===== src/dstc_map.svh =====
`ifndef DSTC_MAP_SVH
`define DSTC_MAP_SVH

// ----------------------------------------
// Register offsets (byte addresses)
// ----------------------------------------
`define DSTC_OFS_CTRL        12'h000
`define DSTC_OFS_STAT        12'h004

// ----------------------------------------
// Control register field positions
// ----------------------------------------
`define DSTC_BIT_TRP_LO      15
`define DSTC_BIT_RCD_LO      14
`define DSTC_BIT_TRWL_LO     13
`define DSTC_BIT_TRAS_HI     12
`define DSTC_BIT_TRAS_LO     11
`define DSTC_BIT_BURST       10
`define DSTC_BIT_KEEP_OPEN   9
`define DSTC_BIT_TRWL_HI     8
`define DSTC_BIT_ADDRESS_MUX_SELECT_2        7
`define DSTC_BIT_WIDTH       6
`define DSTC_BIT_ADDRESS_MUX_SELECT_1        5
`define DSTC_BIT_ADDRESS_MUX_SELECT_0        4
`define DSTC_BIT_REF_ON      3
`define DSTC_BIT_REF_KIND    2
`define DSTC_BIT_TRP_HI      1
`define DSTC_BIT_RCD_HI      0
`define DSTC_CTRL_RESET      16'h0000

// ----------------------------------------
// Status register field positions
// ----------------------------------------
`define DSTC_STAT_STATE_LSB  0
`define DSTC_STAT_ROW_OPEN   4
`define DSTC_STAT_REF_PEND   5
`define DSTC_STAT_SELF       6
`define DSTC_STAT_ORG_CLASH  7
`define DSTC_STAT_MUX_RSVD   8

// ----------------------------------------
// Timing figures in cycles; column address base in bits
// ----------------------------------------
`define DSTC_CYC_ONE         4'h1
`define DSTC_CYC_TWO         4'h2
`define DSTC_CYC_THREE       4'h3
`define DSTC_CYC_FOUR        4'h4
`define DSTC_CYC_SIX         4'h6
`define DSTC_CYC_NINE        4'h9
`define DSTC_COL_BITS_BASE   4'h8

`endif


===== src/dstc_pkg.sv =====
package dstc_pkg;

   // ----------------------------------------
   // Controller states
   // ----------------------------------------
   typedef enum logic [3:0] {
      ST_IDLE      = 4'b0000,
      ST_ROW_WAIT  = 4'b0001,
      ST_COLUMN    = 4'b0010,
      ST_PRECHARGE = 4'b0011,
      ST_PRE_WAIT  = 4'b0100,
      ST_REFRESH   = 4'b0101,
      ST_SELF      = 4'b0110,
      ST_SELF_EXIT = 4'b0111
   } dstc_state_t;

   // ----------------------------------------
   // Synchronous memory commands
   // ----------------------------------------
   typedef enum logic [3:0] {
      CMD_NOP           = 4'b0000,
      CMD_BANK_ACTIVATE = 4'b0001,
      CMD_READ          = 4'b0010,
      CMD_READ_AUTOPRE  = 4'b0011,
      CMD_WRITE         = 4'b0100,
      CMD_WRITE_AUTOPRE = 4'b0101,
      CMD_PRECHARGE     = 4'b0110,
      CMD_AUTO_REFRESH  = 4'b0111,
      CMD_SELF_ENTER    = 4'b1000,
      CMD_SELF_EXIT     = 4'b1001
   } dstc_cmd_t;

   // ----------------------------------------
   // Transfer kinds
   // ----------------------------------------
   typedef enum logic [1:0] {
      KIND_SINGLE     = 2'b00,
      KIND_LONGWORD   = 2'b01,
      KIND_CACHE_FILL = 2'b10,
      KIND_DMA16      = 2'b11
   } dstc_kind_t;

endpackage


===== src/dstc_controller.sv =====
`timescale 1ns/10ps
`include "dstc_map.svh"
// Notes on behaviour
// - Precharge field sets minimum row-idle cycles
// - Row-to-column delay: one, two or three cycles
// - Write-to-precharge delay before auto-precharge, next activate
// - Bank-active: write to precharge delay; synchronous only
// - Asynchronous refresh row width two to five
// - No activate for row-active time after refresh
// - Synchronous row-active 3,4,6,9; wait after self-exit
// - Burst bit enables page mode for asynchronous memory
// - Page bursts depend on bus width, transfer kind
// - Synchronous accesses always burst
// - Bank-active off: close row, auto-precharge
// - Bank-active on, asynchronous: row strobe stays asserted
// - Bank-active synchronous only area 3
// - Column address width codes; top bit reserved
// - Synchronous organisation codes; 110 reserved
// - Width bit picks 16 or 32 bit bus
// - Refresh enable bit, off after reset
// - Interval tick triggers one refresh
// - Refresh waits for running access to finish
// - Self-refresh entry waits for access end
// - Interval ticks ignored during self-refresh
module dstc_controller
   import dstc_pkg::*;
(
   // Clock and reset
   input  wire logic        sys_clk,
   input  wire logic        nrst,
   // APB slave
   input  wire logic        psel,
   input  wire logic        penable,
   input  wire logic        pwrite,
   input  wire logic [11:0] paddr,
   input  wire logic [31:0] pwdata,
   input  wire logic [3:0]  pstrb,
   output logic [31:0]      prdata,
   output logic             pready,
   output logic             pslverr,
   // Memory type and interval timer
   input  wire logic        memIsSdram,
   input  wire logic        refreshTick,
   // Access request
   input  wire logic        accReq,
   input  wire logic        accWrite,
   input  wire logic        accArea3,
   input  wire logic        accSameRow,
   input  wire logic [1:0]  accKind,
   output logic             accAck,
   output logic             accBurst,
   // Memory side
   output dstc_cmd_t        memCmd,
   output logic             rowStrobeOn,
   output logic             colStrobeOn,
   output logic             busWide,
   output logic [3:0]       colAddrBits,
   output logic [2:0]       sdramOrg,
   output logic             selfRefreshOn
);

   // ----------------------------------------
   // Declarations
   // ----------------------------------------
   logic [15:0]  ctrl_reg;
   dstc_state_t  state_reg;
   dstc_state_t  stateNext;
   dstc_cmd_t    cmd_reg;
   dstc_cmd_t    cmdNext;
   logic         rowStrobe_reg;
   logic         rowNext;
   logic         colStrobe_reg;
   logic         colNext;
   logic         rowOpen_reg;
   logic         openNext;
   logic         explicitPre_reg;
   logic         explicitNext;
   logic         refPend_reg;
   logic         ack_reg;
   logic         ackNext;
   logic         burst_reg;
   logic         accWrite_reg;
   logic         accArea3_reg;
   logic         takeAcc;
   logic         refDone;
   logic         tmrLoad;
   logic [3:0]   tmrValue;
   logic         tmrDone;
   logic         wrLoad;
   logic         wrDone;
   logic [3:0]   prechargeCycles;
   logic [3:0]   rcdCycles;
   logic [3:0]   trwlCycles;
   logic [3:0]   trasCycles;
   logic         muxReserved;
   logic         orgClash;
   logic         selfWanted;
   logic         keepOpen;
   logic         refreshOn;
   logic [31:0]  prdata_reg;
   logic         pslverr_reg;
   logic         apbSetup;
   logic         apbWrite;
   logic [31:0]  statusWord;

   // ----------------------------------------
   // Helpers
   // ----------------------------------------
   // Asynchronous page bursts only for transfers that span several bus beats; synchronous always bursts
   function automatic logic burstEligible(input logic       sdram,
                                          input logic       burstOn,
                                          input logic       wide,
                                          input logic [1:0] kind);
      logic multi;
      multi = (kind == KIND_CACHE_FILL) || (kind == KIND_DMA16) ||
              (!wide && (kind == KIND_LONGWORD));
      if (sdram) begin
         burstEligible = 1'b1;
      end else begin
         burstEligible = burstOn && multi;
      end
   endfunction

   // ----------------------------------------
   // Field decode and timers
   // ----------------------------------------
   dstc_field_decode u_decode (
      .ctrl            (ctrl_reg),
      .memIsSdram      (memIsSdram),
      .prechargeCycles (prechargeCycles),
      .rcdCycles       (rcdCycles),
      .trwlCycles      (trwlCycles),
      .trasCycles      (trasCycles),
      .colAddrBits     (colAddrBits),
      .sdramOrg        (sdramOrg),
      .muxReserved     (muxReserved),
      .orgClash        (orgClash)
   );

   dstc_wait_timer u_phase_timer (
      .sys_clk   (sys_clk),
      .nrst      (nrst),
      .load      (tmrLoad),
      .loadValue (tmrValue),
      .done      (tmrDone)
   );

   // Separate timer so write recovery overlaps the bus handover
   dstc_wait_timer u_write_timer (
      .sys_clk   (sys_clk),
      .nrst      (nrst),
      .load      (wrLoad),
      .loadValue (trwlCycles - 4'h1),
      .done      (wrDone)
   );

   assign refreshOn  = ctrl_reg[`DSTC_BIT_REF_ON];
   assign selfWanted = refreshOn && ctrl_reg[`DSTC_BIT_REF_KIND];
   assign keepOpen   = ctrl_reg[`DSTC_BIT_KEEP_OPEN] &&
                       (!memIsSdram || accArea3_reg);

   // ----------------------------------------
   // APB slave
   // ----------------------------------------
   assign apbSetup = psel && !penable;
   assign apbWrite = psel && penable && pwrite;
   assign pready   = 1'b1;

   always_comb begin
      statusWord = 32'h0000_0000;
      statusWord[`DSTC_STAT_STATE_LSB +: 4] = state_reg;
      statusWord[`DSTC_STAT_ROW_OPEN]  = rowOpen_reg;
      statusWord[`DSTC_STAT_REF_PEND]  = refPend_reg;
      statusWord[`DSTC_STAT_SELF]      = (state_reg == ST_SELF);
      statusWord[`DSTC_STAT_ORG_CLASH] = orgClash;
      statusWord[`DSTC_STAT_MUX_RSVD]  = muxReserved;
   end

   // Read data captured in setup so a zero-wait access phase suffices
   always_ff @(posedge sys_clk or negedge nrst) begin
      if (!nrst) begin
         prdata_reg  <= 32'h0000_0000;
         pslverr_reg <= 1'b0;
      end else if (apbSetup) begin
         if (paddr == `DSTC_OFS_CTRL) begin
            prdata_reg  <= {16'h0000, ctrl_reg};
            pslverr_reg <= 1'b0;
         end else if (paddr == `DSTC_OFS_STAT) begin
            prdata_reg  <= statusWord;
            pslverr_reg <= 1'b0;
         end else begin
            prdata_reg  <= 32'h0000_0000;
            pslverr_reg <= 1'b1;
         end
      end
   end

   assign prdata  = prdata_reg;
   assign pslverr = pslverr_reg;

   always_ff @(posedge sys_clk or negedge nrst) begin
      if (!nrst) begin
         ctrl_reg <= `DSTC_CTRL_RESET;
      end else if (apbWrite && (paddr == `DSTC_OFS_CTRL)) begin
         // Timing fields are live; rewriting other values mid-traffic is unsafe
         if (pstrb[0]) begin
            ctrl_reg[7:0] <= pwdata[7:0];
         end
         if (pstrb[1]) begin
            ctrl_reg[15:8] <= pwdata[15:8];
         end
      end
   end

   // ----------------------------------------
   // Refresh request
   // ----------------------------------------
   always_ff @(posedge sys_clk or negedge nrst) begin
      if (!nrst) begin
         refPend_reg <= 1'b0;
      end else if (refreshTick && refreshOn && !selfWanted &&
                   (state_reg != ST_SELF)) begin
         refPend_reg <= 1'b1;
      end else if (refDone || !refreshOn) begin
         refPend_reg <= 1'b0;
      end
   end

   // ----------------------------------------
   // Sequencer
   // ----------------------------------------
   always_comb begin
      stateNext    = state_reg;
      cmdNext      = CMD_NOP;
      rowNext      = rowStrobe_reg;
      colNext      = 1'b0;
      openNext     = rowOpen_reg;
      explicitNext = explicitPre_reg;
      ackNext      = 1'b0;
      takeAcc      = 1'b0;
      refDone      = 1'b0;
      tmrLoad      = 1'b0;
      tmrValue     = 4'h0;
      wrLoad       = 1'b0;
      case (state_reg)
         ST_IDLE: begin
            // Only reached between accesses, so refresh never splits one
            if (selfWanted) begin
               if (rowOpen_reg) begin
                  explicitNext = 1'b1;
                  stateNext    = ST_PRECHARGE;
               end else begin
                  cmdNext   = memIsSdram ? CMD_SELF_ENTER : CMD_NOP;
                  rowNext   = !memIsSdram;
                  colNext   = !memIsSdram;
                  stateNext = ST_SELF;
               end
            end else if (refPend_reg) begin
               if (rowOpen_reg) begin
                  explicitNext = 1'b1;
                  stateNext    = ST_PRECHARGE;
               end else begin
                  cmdNext   = memIsSdram ? CMD_AUTO_REFRESH : CMD_NOP;
                  rowNext   = !memIsSdram;
                  colNext   = !memIsSdram;
                  refDone   = 1'b1;
                  tmrLoad   = 1'b1;
                  tmrValue  = trasCycles - 4'h1;
                  stateNext = ST_REFRESH;
               end
            end else if (accReq) begin
               if (rowOpen_reg && accSameRow) begin
                  takeAcc   = 1'b1;
                  tmrLoad   = 1'b1;
                  tmrValue  = 4'h0;
                  stateNext = ST_ROW_WAIT;
               end else if (rowOpen_reg) begin
                  explicitNext = 1'b1;
                  stateNext    = ST_PRECHARGE;
               end else begin
                  takeAcc   = 1'b1;
                  cmdNext   = memIsSdram ? CMD_BANK_ACTIVATE : CMD_NOP;
                  rowNext   = !memIsSdram;
                  openNext  = 1'b1;
                  tmrLoad   = 1'b1;
                  tmrValue  = rcdCycles - 4'h1;
                  stateNext = ST_ROW_WAIT;
               end
            end
         end
         ST_ROW_WAIT: begin
            if (tmrDone) begin
               if (!memIsSdram) begin
                  cmdNext = CMD_NOP;
               end else if (accWrite_reg) begin
                  cmdNext = keepOpen ? CMD_WRITE : CMD_WRITE_AUTOPRE;
               end else begin
                  cmdNext = keepOpen ? CMD_READ : CMD_READ_AUTOPRE;
               end
               colNext   = !memIsSdram;
               ackNext   = 1'b1;
               wrLoad    = memIsSdram && accWrite_reg;
               stateNext = ST_COLUMN;
            end
         end
         ST_COLUMN: begin
            if (keepOpen) begin
               stateNext = ST_IDLE;
            end else begin
               explicitNext = 1'b0;
               stateNext    = ST_PRECHARGE;
            end
         end
         ST_PRECHARGE: begin
            if (wrDone) begin
               cmdNext   = (memIsSdram && explicitPre_reg) ? CMD_PRECHARGE : CMD_NOP;
               rowNext   = 1'b0;
               openNext  = 1'b0;
               tmrLoad   = 1'b1;
               tmrValue  = prechargeCycles - 4'h1;
               stateNext = ST_PRE_WAIT;
            end
         end
         ST_PRE_WAIT: begin
            if (tmrDone) begin
               stateNext = ST_IDLE;
            end
         end
         ST_REFRESH: begin
            colNext = !memIsSdram;
            if (tmrDone) begin
               rowNext = 1'b0;
               colNext = 1'b0;
               if (memIsSdram) begin
                  stateNext = ST_IDLE;
               end else begin
                  tmrLoad   = 1'b1;
                  tmrValue  = prechargeCycles - 4'h1;
                  stateNext = ST_PRE_WAIT;
               end
            end
         end
         ST_SELF: begin
            colNext = !memIsSdram;
            if (!selfWanted) begin
               cmdNext   = memIsSdram ? CMD_SELF_EXIT : CMD_NOP;
               rowNext   = 1'b0;
               colNext   = 1'b0;
               tmrLoad   = 1'b1;
               tmrValue  = trasCycles - 4'h1;
               stateNext = ST_SELF_EXIT;
            end
         end
         ST_SELF_EXIT: begin
            if (tmrDone) begin
               stateNext = ST_IDLE;
            end
         end
         default: begin
            stateNext = ST_IDLE;
         end
      endcase
   end

   always_ff @(posedge sys_clk or negedge nrst) begin
      if (!nrst) begin
         state_reg       <= ST_IDLE;
         explicitPre_reg <= 1'b0;
      end else begin
         state_reg       <= stateNext;
         explicitPre_reg <= explicitNext;
      end
   end

   always_ff @(posedge sys_clk or negedge nrst) begin
      if (!nrst) begin
         cmd_reg       <= CMD_NOP;
         rowStrobe_reg <= 1'b0;
         colStrobe_reg <= 1'b0;
         rowOpen_reg   <= 1'b0;
         ack_reg       <= 1'b0;
      end else begin
         cmd_reg       <= cmdNext;
         rowStrobe_reg <= rowNext;
         colStrobe_reg <= colNext;
         rowOpen_reg   <= openNext;
         ack_reg       <= ackNext;
      end
   end

   // Access attributes latched so a changing request cannot skew the cycle
   always_ff @(posedge sys_clk or negedge nrst) begin
      if (!nrst) begin
         accWrite_reg <= 1'b0;
         accArea3_reg <= 1'b0;
         burst_reg    <= 1'b0;
      end else if (takeAcc) begin
         accWrite_reg <= accWrite;
         accArea3_reg <= accArea3;
         burst_reg    <= burstEligible(memIsSdram, ctrl_reg[`DSTC_BIT_BURST],
                                       ctrl_reg[`DSTC_BIT_WIDTH], accKind);
      end
   end

   // ----------------------------------------
   // Outputs
   // ----------------------------------------
   assign memCmd        = cmd_reg;
   assign rowStrobeOn   = rowStrobe_reg;
   assign colStrobeOn   = colStrobe_reg;
   assign accAck        = ack_reg;
   assign accBurst      = burst_reg;
   assign busWide       = ctrl_reg[`DSTC_BIT_WIDTH];
   assign selfRefreshOn = (state_reg == ST_SELF);

endmodule


===== src/dstc_wait_timer.sv =====
`timescale 1ns/10ps
module dstc_wait_timer
   import dstc_pkg::*;
(
   // Clock and reset
   input  wire logic       sys_clk,
   input  wire logic       nrst,
   // Load and status
   input  wire logic       load,
   input  wire logic [3:0] loadValue,
   output logic            done
);

   logic [3:0] cnt_reg;

   always_ff @(posedge sys_clk or negedge nrst) begin
      if (!nrst) begin
         cnt_reg <= 4'h0;
      end else if (load) begin
         cnt_reg <= loadValue;
      end else if (cnt_reg != 4'h0) begin
         cnt_reg <= cnt_reg - 4'h1;
      end
   end

   assign done = (cnt_reg == 4'h0);

endmodule


===== src/dstc_field_decode.sv =====
`timescale 1ns/10ps
`include "dstc_map.svh"
module dstc_field_decode
   import dstc_pkg::*;
(
   // Configuration
   input  wire logic [15:0] ctrl,
   input  wire logic        memIsSdram,
   // Decoded timing
   output logic [3:0]       prechargeCycles,
   output logic [3:0]       rcdCycles,
   output logic [3:0]       trwlCycles,
   output logic [3:0]       trasCycles,
   // Decoded organisation
   output logic [3:0]       colAddrBits,
   output logic [2:0]       sdramOrg,
   output logic             muxReserved,
   output logic             orgClash
);

   // Reserved code saturates to the longest legal delay
   function automatic logic [3:0] code3(input logic [1:0] c);
      case (c)
         2'b00:   code3 = `DSTC_CYC_ONE;
         2'b01:   code3 = `DSTC_CYC_TWO;
         default: code3 = `DSTC_CYC_THREE;
      endcase
   endfunction

   logic [1:0] trasCode;
   logic [2:0] amx;

   assign trasCode = {ctrl[`DSTC_BIT_TRAS_HI], ctrl[`DSTC_BIT_TRAS_LO]};
   assign amx      = {ctrl[`DSTC_BIT_ADDRESS_MUX_SELECT_2], ctrl[`DSTC_BIT_ADDRESS_MUX_SELECT_1], ctrl[`DSTC_BIT_ADDRESS_MUX_SELECT_0]};

   assign prechargeCycles = ctrl[`DSTC_BIT_TRP_HI] ? `DSTC_CYC_TWO :
                            (ctrl[`DSTC_BIT_TRP_LO] ? `DSTC_CYC_TWO : `DSTC_CYC_ONE);
   assign rcdCycles  = code3({ctrl[`DSTC_BIT_RCD_HI], ctrl[`DSTC_BIT_RCD_LO]});
   assign trwlCycles = code3({ctrl[`DSTC_BIT_TRWL_HI], ctrl[`DSTC_BIT_TRWL_LO]});

   always_comb begin
      if (memIsSdram) begin
         case (trasCode)
            2'b00:   trasCycles = `DSTC_CYC_THREE;
            2'b01:   trasCycles = `DSTC_CYC_FOUR;
            2'b10:   trasCycles = `DSTC_CYC_SIX;
            default: trasCycles = `DSTC_CYC_NINE;
         endcase
      end else begin
         trasCycles = {2'b00, trasCode} + `DSTC_CYC_TWO;
      end
   end

   assign colAddrBits = `DSTC_COL_BITS_BASE + {2'b00, amx[1:0]};
   assign sdramOrg    = amx;
   assign muxReserved = memIsSdram ? (amx == 3'b110) : amx[2];
   // Byte and nibble wide parts need the 32-bit bus
   assign orgClash    = memIsSdram && !ctrl[`DSTC_BIT_WIDTH] &&
                        ((amx == 3'b001) || (amx == 3'b010) || (amx == 3'b101));

endmodule


===== config.mk =====
export PLATFORM = sky130hd
export DESIGN_NAME = dstc_controller
export DESIGN_NICKNAME = d
export VERILOG_FILES = /design/src/dstc_pkg.sv /design/src/dstc_controller.sv /design/src/dstc_wait_timer.sv /design/src/dstc_field_decode.sv
export VERILOG_INCLUDE_DIRS = /design/src
export SDC_FILE = /design/constraint.sdc
export NUM_CORES = 1
export LEC_CHECK = 0
export BUFFER_PORTS_ARGS = -buffer_cell sky130_fd_sc_hd__clkbuf_2
export CAP_MARGIN = 40
export CELL_PAD_IN_SITES_DETAIL_PLACEMENT = 0
export CELL_PAD_IN_SITES_GLOBAL_PLACEMENT = 1
export CORE_MARGIN = 10
export CORE_UTILIZATION = 34
export DETAILED_ROUTE_END_ITERATION = 6
export PLACE_DENSITY = 0.77
export SYNTH_ARGS = -nofsm -noshare
export SYNTH_HDL_FRONTEND = slang
export SYNTH_SLANG_ARGS = --single-unit

===== constraint.sdc =====
create_clock -name sys_clk -period 2.06 [get_ports sys_clk]
set_clock_uncertainty 0.05 [all_clocks]
set_input_delay 0.412 -clock sys_clk [delete_from_list [all_inputs] [get_ports sys_clk]]
set_output_delay 0.412 -clock sys_clk [all_outputs]
set_load 0.02 [all_outputs]

==> report_table.html <==
<table>
<tr><th>Metric</th><th>Value</th></tr>
<tr><th colspan="2">Timing</th></tr>
<tr><td>Post-route fraction of the period consumed by the critical path</td><td>100.2%</td></tr>
<tr><td>Min cycle time layout</td><td>2.063 ns</td></tr>
<tr><td>Number of pins exceeding their max-slew limit in the final report</td><td>0</td></tr>
<tr><td>Max-Slew Margin vs Limit</td><td>66.13%</td></tr>
<tr><td>Achievable clock frequency</td><td>484.7 MHz</td></tr>
<tr><td>Minimum setup slack in the final design</td><td>-0.003189 ns</td></tr>
<tr><td>Worst-margin pin slew</td><td>0.5042 ns</td></tr>
<tr><td>Unrepaired setup endpoints after global routing</td><td>true</td></tr>
<tr><td>Final count of hold timing violations</td><td>0</td></tr>
<tr><td>Setup Viol. Count Final</td><td>1</td></tr>
<tr><th colspan="2">Critical path</th></tr>
<tr><td>Type of destination of the critical path</td><td>flip-flop</td></tr>
<tr><td>WP data required</td><td>2.24 ns</td></tr>
<tr><td>WS Path Type</td><td>reg -&gt; reg</td></tr>
<tr><td>Startpoint types</td><td>flip-flop</td></tr>
<tr><td>Arrival @ worst endpoint</td><td>2.24 ns</td></tr>
<tr><td>Maximum fanout along the worst path</td><td>4</td></tr>
<tr><th colspan="2">Power and ir drop</th></tr>
<tr><td>Total power</td><td>4.278 mW</td></tr>
<tr><td>Lkg Pwr</td><td>2.074 nW</td></tr>
<tr><td>Maximum VDD drop</td><td>401.6 uV</td></tr>
<tr><td>Cell area power density</td><td>1055 mW/mm2</td></tr>
<tr><th colspan="2">Routing</th></tr>
<tr><td>1st-pass router iterations</td><td>4</td></tr>
<tr><td>Residual DRC</td><td>0</td></tr>
<tr><td>Via/cell ratio</td><td>5.190</td></tr>
<tr><td>Initial DRC count</td><td>109</td></tr>
<tr><td>Final WL</td><td>8882 um</td></tr>
<tr><td>WL/cell</td><td>17.05 um</td></tr>
<tr><td>Vias</td><td>2704</td></tr>
<tr><td>Antenna Violating Nets Remaining</td><td>0</td></tr>
<tr><th colspan="2">Synth</th></tr>
<tr><td>Number of synthesized flops with an enable pin</td><td>0</td></tr>
<tr><td>Synthesized flop and latch total</td><td>57</td></tr>
<tr><td>Primary flip-flop cell chosen by synthesis mapping</td><td>sky130_fd_sc_hd__dfrtp_1</td></tr>
<tr><td>Mapped Cells</td><td>308</td></tr>
<tr><td>Count of cell types in the netlist</td><td>61</td></tr>
<tr><td>Warnings, synthesis</td><td>0</td></tr>
<tr><td>Share of flip-flops with an asynchronous set or reset after synthesis</td><td>100.0%</td></tr>
<tr><td>Post-synthesis sequential area ratio</td><td>44.43%</td></tr>
<tr><td>Post-synthesis average cell area</td><td>10.42 um2</td></tr>
<tr><td>Post-synthesis instance area</td><td>0.003211 mm2</td></tr>
<tr><th colspan="2">Finish</th></tr>
<tr><td>Final core utilization</td><td>44.11%</td></tr>
<tr><td>Antenna Cells</td><td>0</td></tr>
<tr><td>Area overhead of the layout relative to synthesis</td><td>26.34%</td></tr>
<tr><td>Final nets</td><td>475</td></tr>
<tr><td>Share of post-route cells with drive strength above 1</td><td>40.00%</td></tr>
<tr><th colspan="2">Global route</th></tr>
<tr><td>Total Routing Usage GR</td><td>13.38%</td></tr>
<tr><td>Number of global-route vias before repair</td><td>2816</td></tr>
<tr><td>Sum of overflow across all layers after global routing</td><td>0</td></tr>
<tr><td>Initial antenna violation count</td><td>0</td></tr>
<tr><td>Largest net degree at the start of global routing</td><td>58</td></tr>
<tr><td>First-pass GRT wire length</td><td>14350 um</td></tr>
<tr><th colspan="2">Clocking</th></tr>
<tr><td>Clock tree from TritonCTS</td><td>done</td></tr>
<tr><td>Cts bufs inserted</td><td>9</td></tr>
<tr><td>Root Driver</td><td>sky130_fd_sc_hd__clkbuf_8</td></tr>
<tr><td>Clock Pin Slew Worst Setup and Hold Paths</td><td>0.07 ns</td></tr>
<tr><td>Clock latency on the worst-skew pair</td><td>0.34 ns</td></tr>
<tr><td>Clk sinks</td><td>57</td></tr>
<tr><td>Longest Clk Path Bufs</td><td>2</td></tr>
<tr><td>Max H-tree Level</td><td>3</td></tr>
<tr><th colspan="2">Floorplan</th></tr>
<tr><td>Die outline height</td><td>117.2 um</td></tr>
<tr><td>Boundary pin count</td><td>112</td></tr>
<tr><td>Core ar.</td><td>0.009196 mm2</td></tr>
<tr><td>DIE AREA</td><td>0.01373 mm2</td></tr>
<tr><td>Initial standard-cell utilization of the core</td><td>34.91%</td></tr>
<tr><td>Number of core rows</td><td>35</td></tr>
<tr><td>Die span in x</td><td>117.2 um</td></tr>
<tr><th colspan="2">Placement</th></tr>
<tr><td>Post-detail-place hpwl</td><td>6864 um</td></tr>
<tr><td>Routability Congestion</td><td>0.8464</td></tr>
<tr><td>Number of input and output port buffers inserted</td><td>74</td></tr>
<tr><th colspan="2">Run status</th></tr>
<tr><td>Result of the run</td><td>finished, violations left</td></tr>
<tr><td>Failing checks</td><td>negative setup slack</td></tr>
<tr><th colspan="2">Min path</th></tr>
<tr><td>Type of the tightest min-delay check</td><td>in -&gt; async</td></tr>
<tr><th colspan="2">Run</th></tr>
<tr><td>Maxcap violations</td><td>0</td></tr>
</table>
-- critical path, stage by stage (launching register included) --
cell and delay [ns]:
sky130_fd_sc_hd__dfrtp_1 0.40, sky130_fd_sc_hd__inv_2 0.09, sky130_fd_sc_hd__ha_4 0.15, sky130_fd_sc_hd__or3b_4 0.38, sky130_fd_sc_hd__a32o_2 0.30, sky130_fd_sc_hd__a211o_1 0.27
sky130_fd_sc_hd__mux2_4 0.30
-- cell usage after synthesis, types with 2 or more instances --
| cell | n | share of area, % |
|---|---|---|
| sky130_fd_sc_hd__nand4bb_1 | 2 | 0.70 |
| sky130_fd_sc_hd__a32o_2 | 2 | 0.70 |
| sky130_fd_sc_hd__nor3b_1 | 2 | 0.47 |
| sky130_fd_sc_hd__ha_1 | 8 | 3.1 |
| sky130_fd_sc_hd__dfrtp_1 | 57 | 44 |
| sky130_fd_sc_hd__a21oi_1 | 7 | 1.1 |
| sky130_fd_sc_hd__nor3_1 | 6 | 0.94 |
| sky130_fd_sc_hd__buf_2 | 3 | 0.47 |
| sky130_fd_sc_hd__nor4_1 | 3 | 0.58 |
| sky130_fd_sc_hd__clkbuf_1 | 11 | 1.3 |
| sky130_fd_sc_hd__and2_1 | 2 | 0.39 |
| sky130_fd_sc_hd__a221o_1 | 2 | 0.62 |
| sky130_fd_sc_hd__nor2_1 | 12 | 1.4 |
| sky130_fd_sc_hd__or3_1 | 4 | 0.78 |
| sky130_fd_sc_hd__and4_1 | 3 | 0.82 |
| sky130_fd_sc_hd__nand3b_1 | 3 | 0.70 |
| sky130_fd_sc_hd__nand2b_1 | 6 | 1.2 |
| sky130_fd_sc_hd__and3_1 | 2 | 0.39 |
| sky130_fd_sc_hd__nor2b_1 | 6 | 1.2 |
| sky130_fd_sc_hd__a22o_1 | 10 | 2.7 |
| sky130_fd_sc_hd__nand2_1 | 18 | 2.1 |
| sky130_fd_sc_hd__a211oi_1 | 3 | 0.70 |
| sky130_fd_sc_hd__o21ai_0 | 13 | 2.0 |
| sky130_fd_sc_hd__a2111oi_0 | 3 | 0.82 |
| sky130_fd_sc_hd__a31oi_1 | 4 | 0.78 |
| sky130_fd_sc_hd__conb_1 | 2 | 0.23 |
| sky130_fd_sc_hd__buf_4 | 25 | 5.8 |
| sky130_fd_sc_hd__mux2i_1 | 9 | 2.8 |
| sky130_fd_sc_hd__mux2_2 | 20 | 7.0 |
| sky130_fd_sc_hd__o31ai_1 | 10 | 2.3 |
| sky130_fd_sc_hd__xnor2_1 | 4 | 1.1 |
| sky130_fd_sc_hd__or4_1 | 2 | 0.47 |
| sky130_fd_sc_hd__inv_1 | 15 | 1.8 |
| sky130_fd_sc_hd__o22ai_1 | 2 | 0.39 |
-- what timing repair did --
item                       in CTS  in global routing
gates resized for setup         4                  7
setup endpoints to repair       2                  8
setup buffers                   3                  0
hold buffers                    0                  0
pin swaps                       3                  1
-- logic make-up (layout without fill, tap and decap cells) --
group,after synthesis,in the layout,share of synthesized area [%]
and+or+nand+nor,78,78,13.99
AOI/OAI and AO/OA,73,73,17.03
DFF,57,57,44.43
buffers and inverters,55,140,9.470
muxes,31,31,10.64
adders and majority gates,8,8,3.118
xor gates and xnor gates,4,4,1.091
other,2,19,0.2339
-- cell type report --
type / instances / area [um2]
inverter: 15 / 56.30
fill: 906 / 5140
tap: 111 / 138.9
clock inverter: 3 / 40.04
clock buffer: 12 / 155.1
sequential: 57 / 1429
multi-input combinational: 213 / 1584
timing repair buffer: 110 / 653.1
-- cells in the final DEF, fill, tap and decap left out, types with 11 or more instances in the layout --
cell type	netlist	final
sky130_fd_sc_hd__conb_1	2	19
sky130_fd_sc_hd__o21ai_0	13	13
sky130_fd_sc_hd__nor2_1	12	12
sky130_fd_sc_hd__buf_4	25	35
sky130_fd_sc_hd__clkbuf_2	0	74
sky130_fd_sc_hd__clkbuf_8	0	11
sky130_fd_sc_hd__dfrtp_1	57	55
sky130_fd_sc_hd__inv_1	15	13
sky130_fd_sc_hd__nand2_1	18	18
sky130_fd_sc_hd__mux2_2	20	20
-- routing by layer --
layer  vias to the layer above  wire length (um)  global-route usage, %
met4                         0               140                  5.519
li1                       1283                 -                      -
met1                      1316              3801                  16.51
met2                        91              4197                  21.21
met5                         -                 0                      0
met3                        14               742                  4.128
-- metrics by stage --
step / setup slack (ns) / instance area [um2] / instances / hold WS, ns / setup TNS, ns
after floorplan: 0.0004172 / 3283 / 325 / 0.06641 / 0
after global placement: 0.01311 / 3805 / 503 / 0.3923 / 0
after detailed placement: -0.01261 / 3805 / 503 / 0.3922 / -0.01261
after CTS: -0.006675 / 4035 / 521 / 0.03003 / -0.006675
after global routing: -0.06249 / 4056 / 521 / 0.04928 / -0.1328
final: -0.003189 / 4056 / 521 / 0.02614 / -0.003189
-- path summary, 6_finish.rpt --
| kind | startpoint | endpoint | slack, ns | cells past startpoint |
|---|---|---|---|---|
| min | nrst | prdata[0] | 0.03 | 2 |
| max reg2reg | u_phase_timer.cnt_reg[1] | state_reg[0] | -0.003 | 6 |
| min in group sys_clk | pwdata[13] | ctrl_reg[13] | 0.25 | 2 |
| max | u_phase_timer.cnt_reg[1] | state_reg[0] | -0.003 | 6 |
| min reg2reg | prdata[0] | prdata[0] | 0.43 | 2 |
| max in group asynchronous | nrst | prdata[9] | 1.68 | 2 |
-- report_power, final --
part | switching [mW] | leakage (nW) | internal, mW
sequential | 0.225 | 0.761 | 1.30
clock | 0.450 | 0.102 | 0.614
combinational | 0.819 | 1.21 | 0.870
total | 1.49 | 2.07 | 2.78
Note: power is estimated with default switching activity, not from simulation.
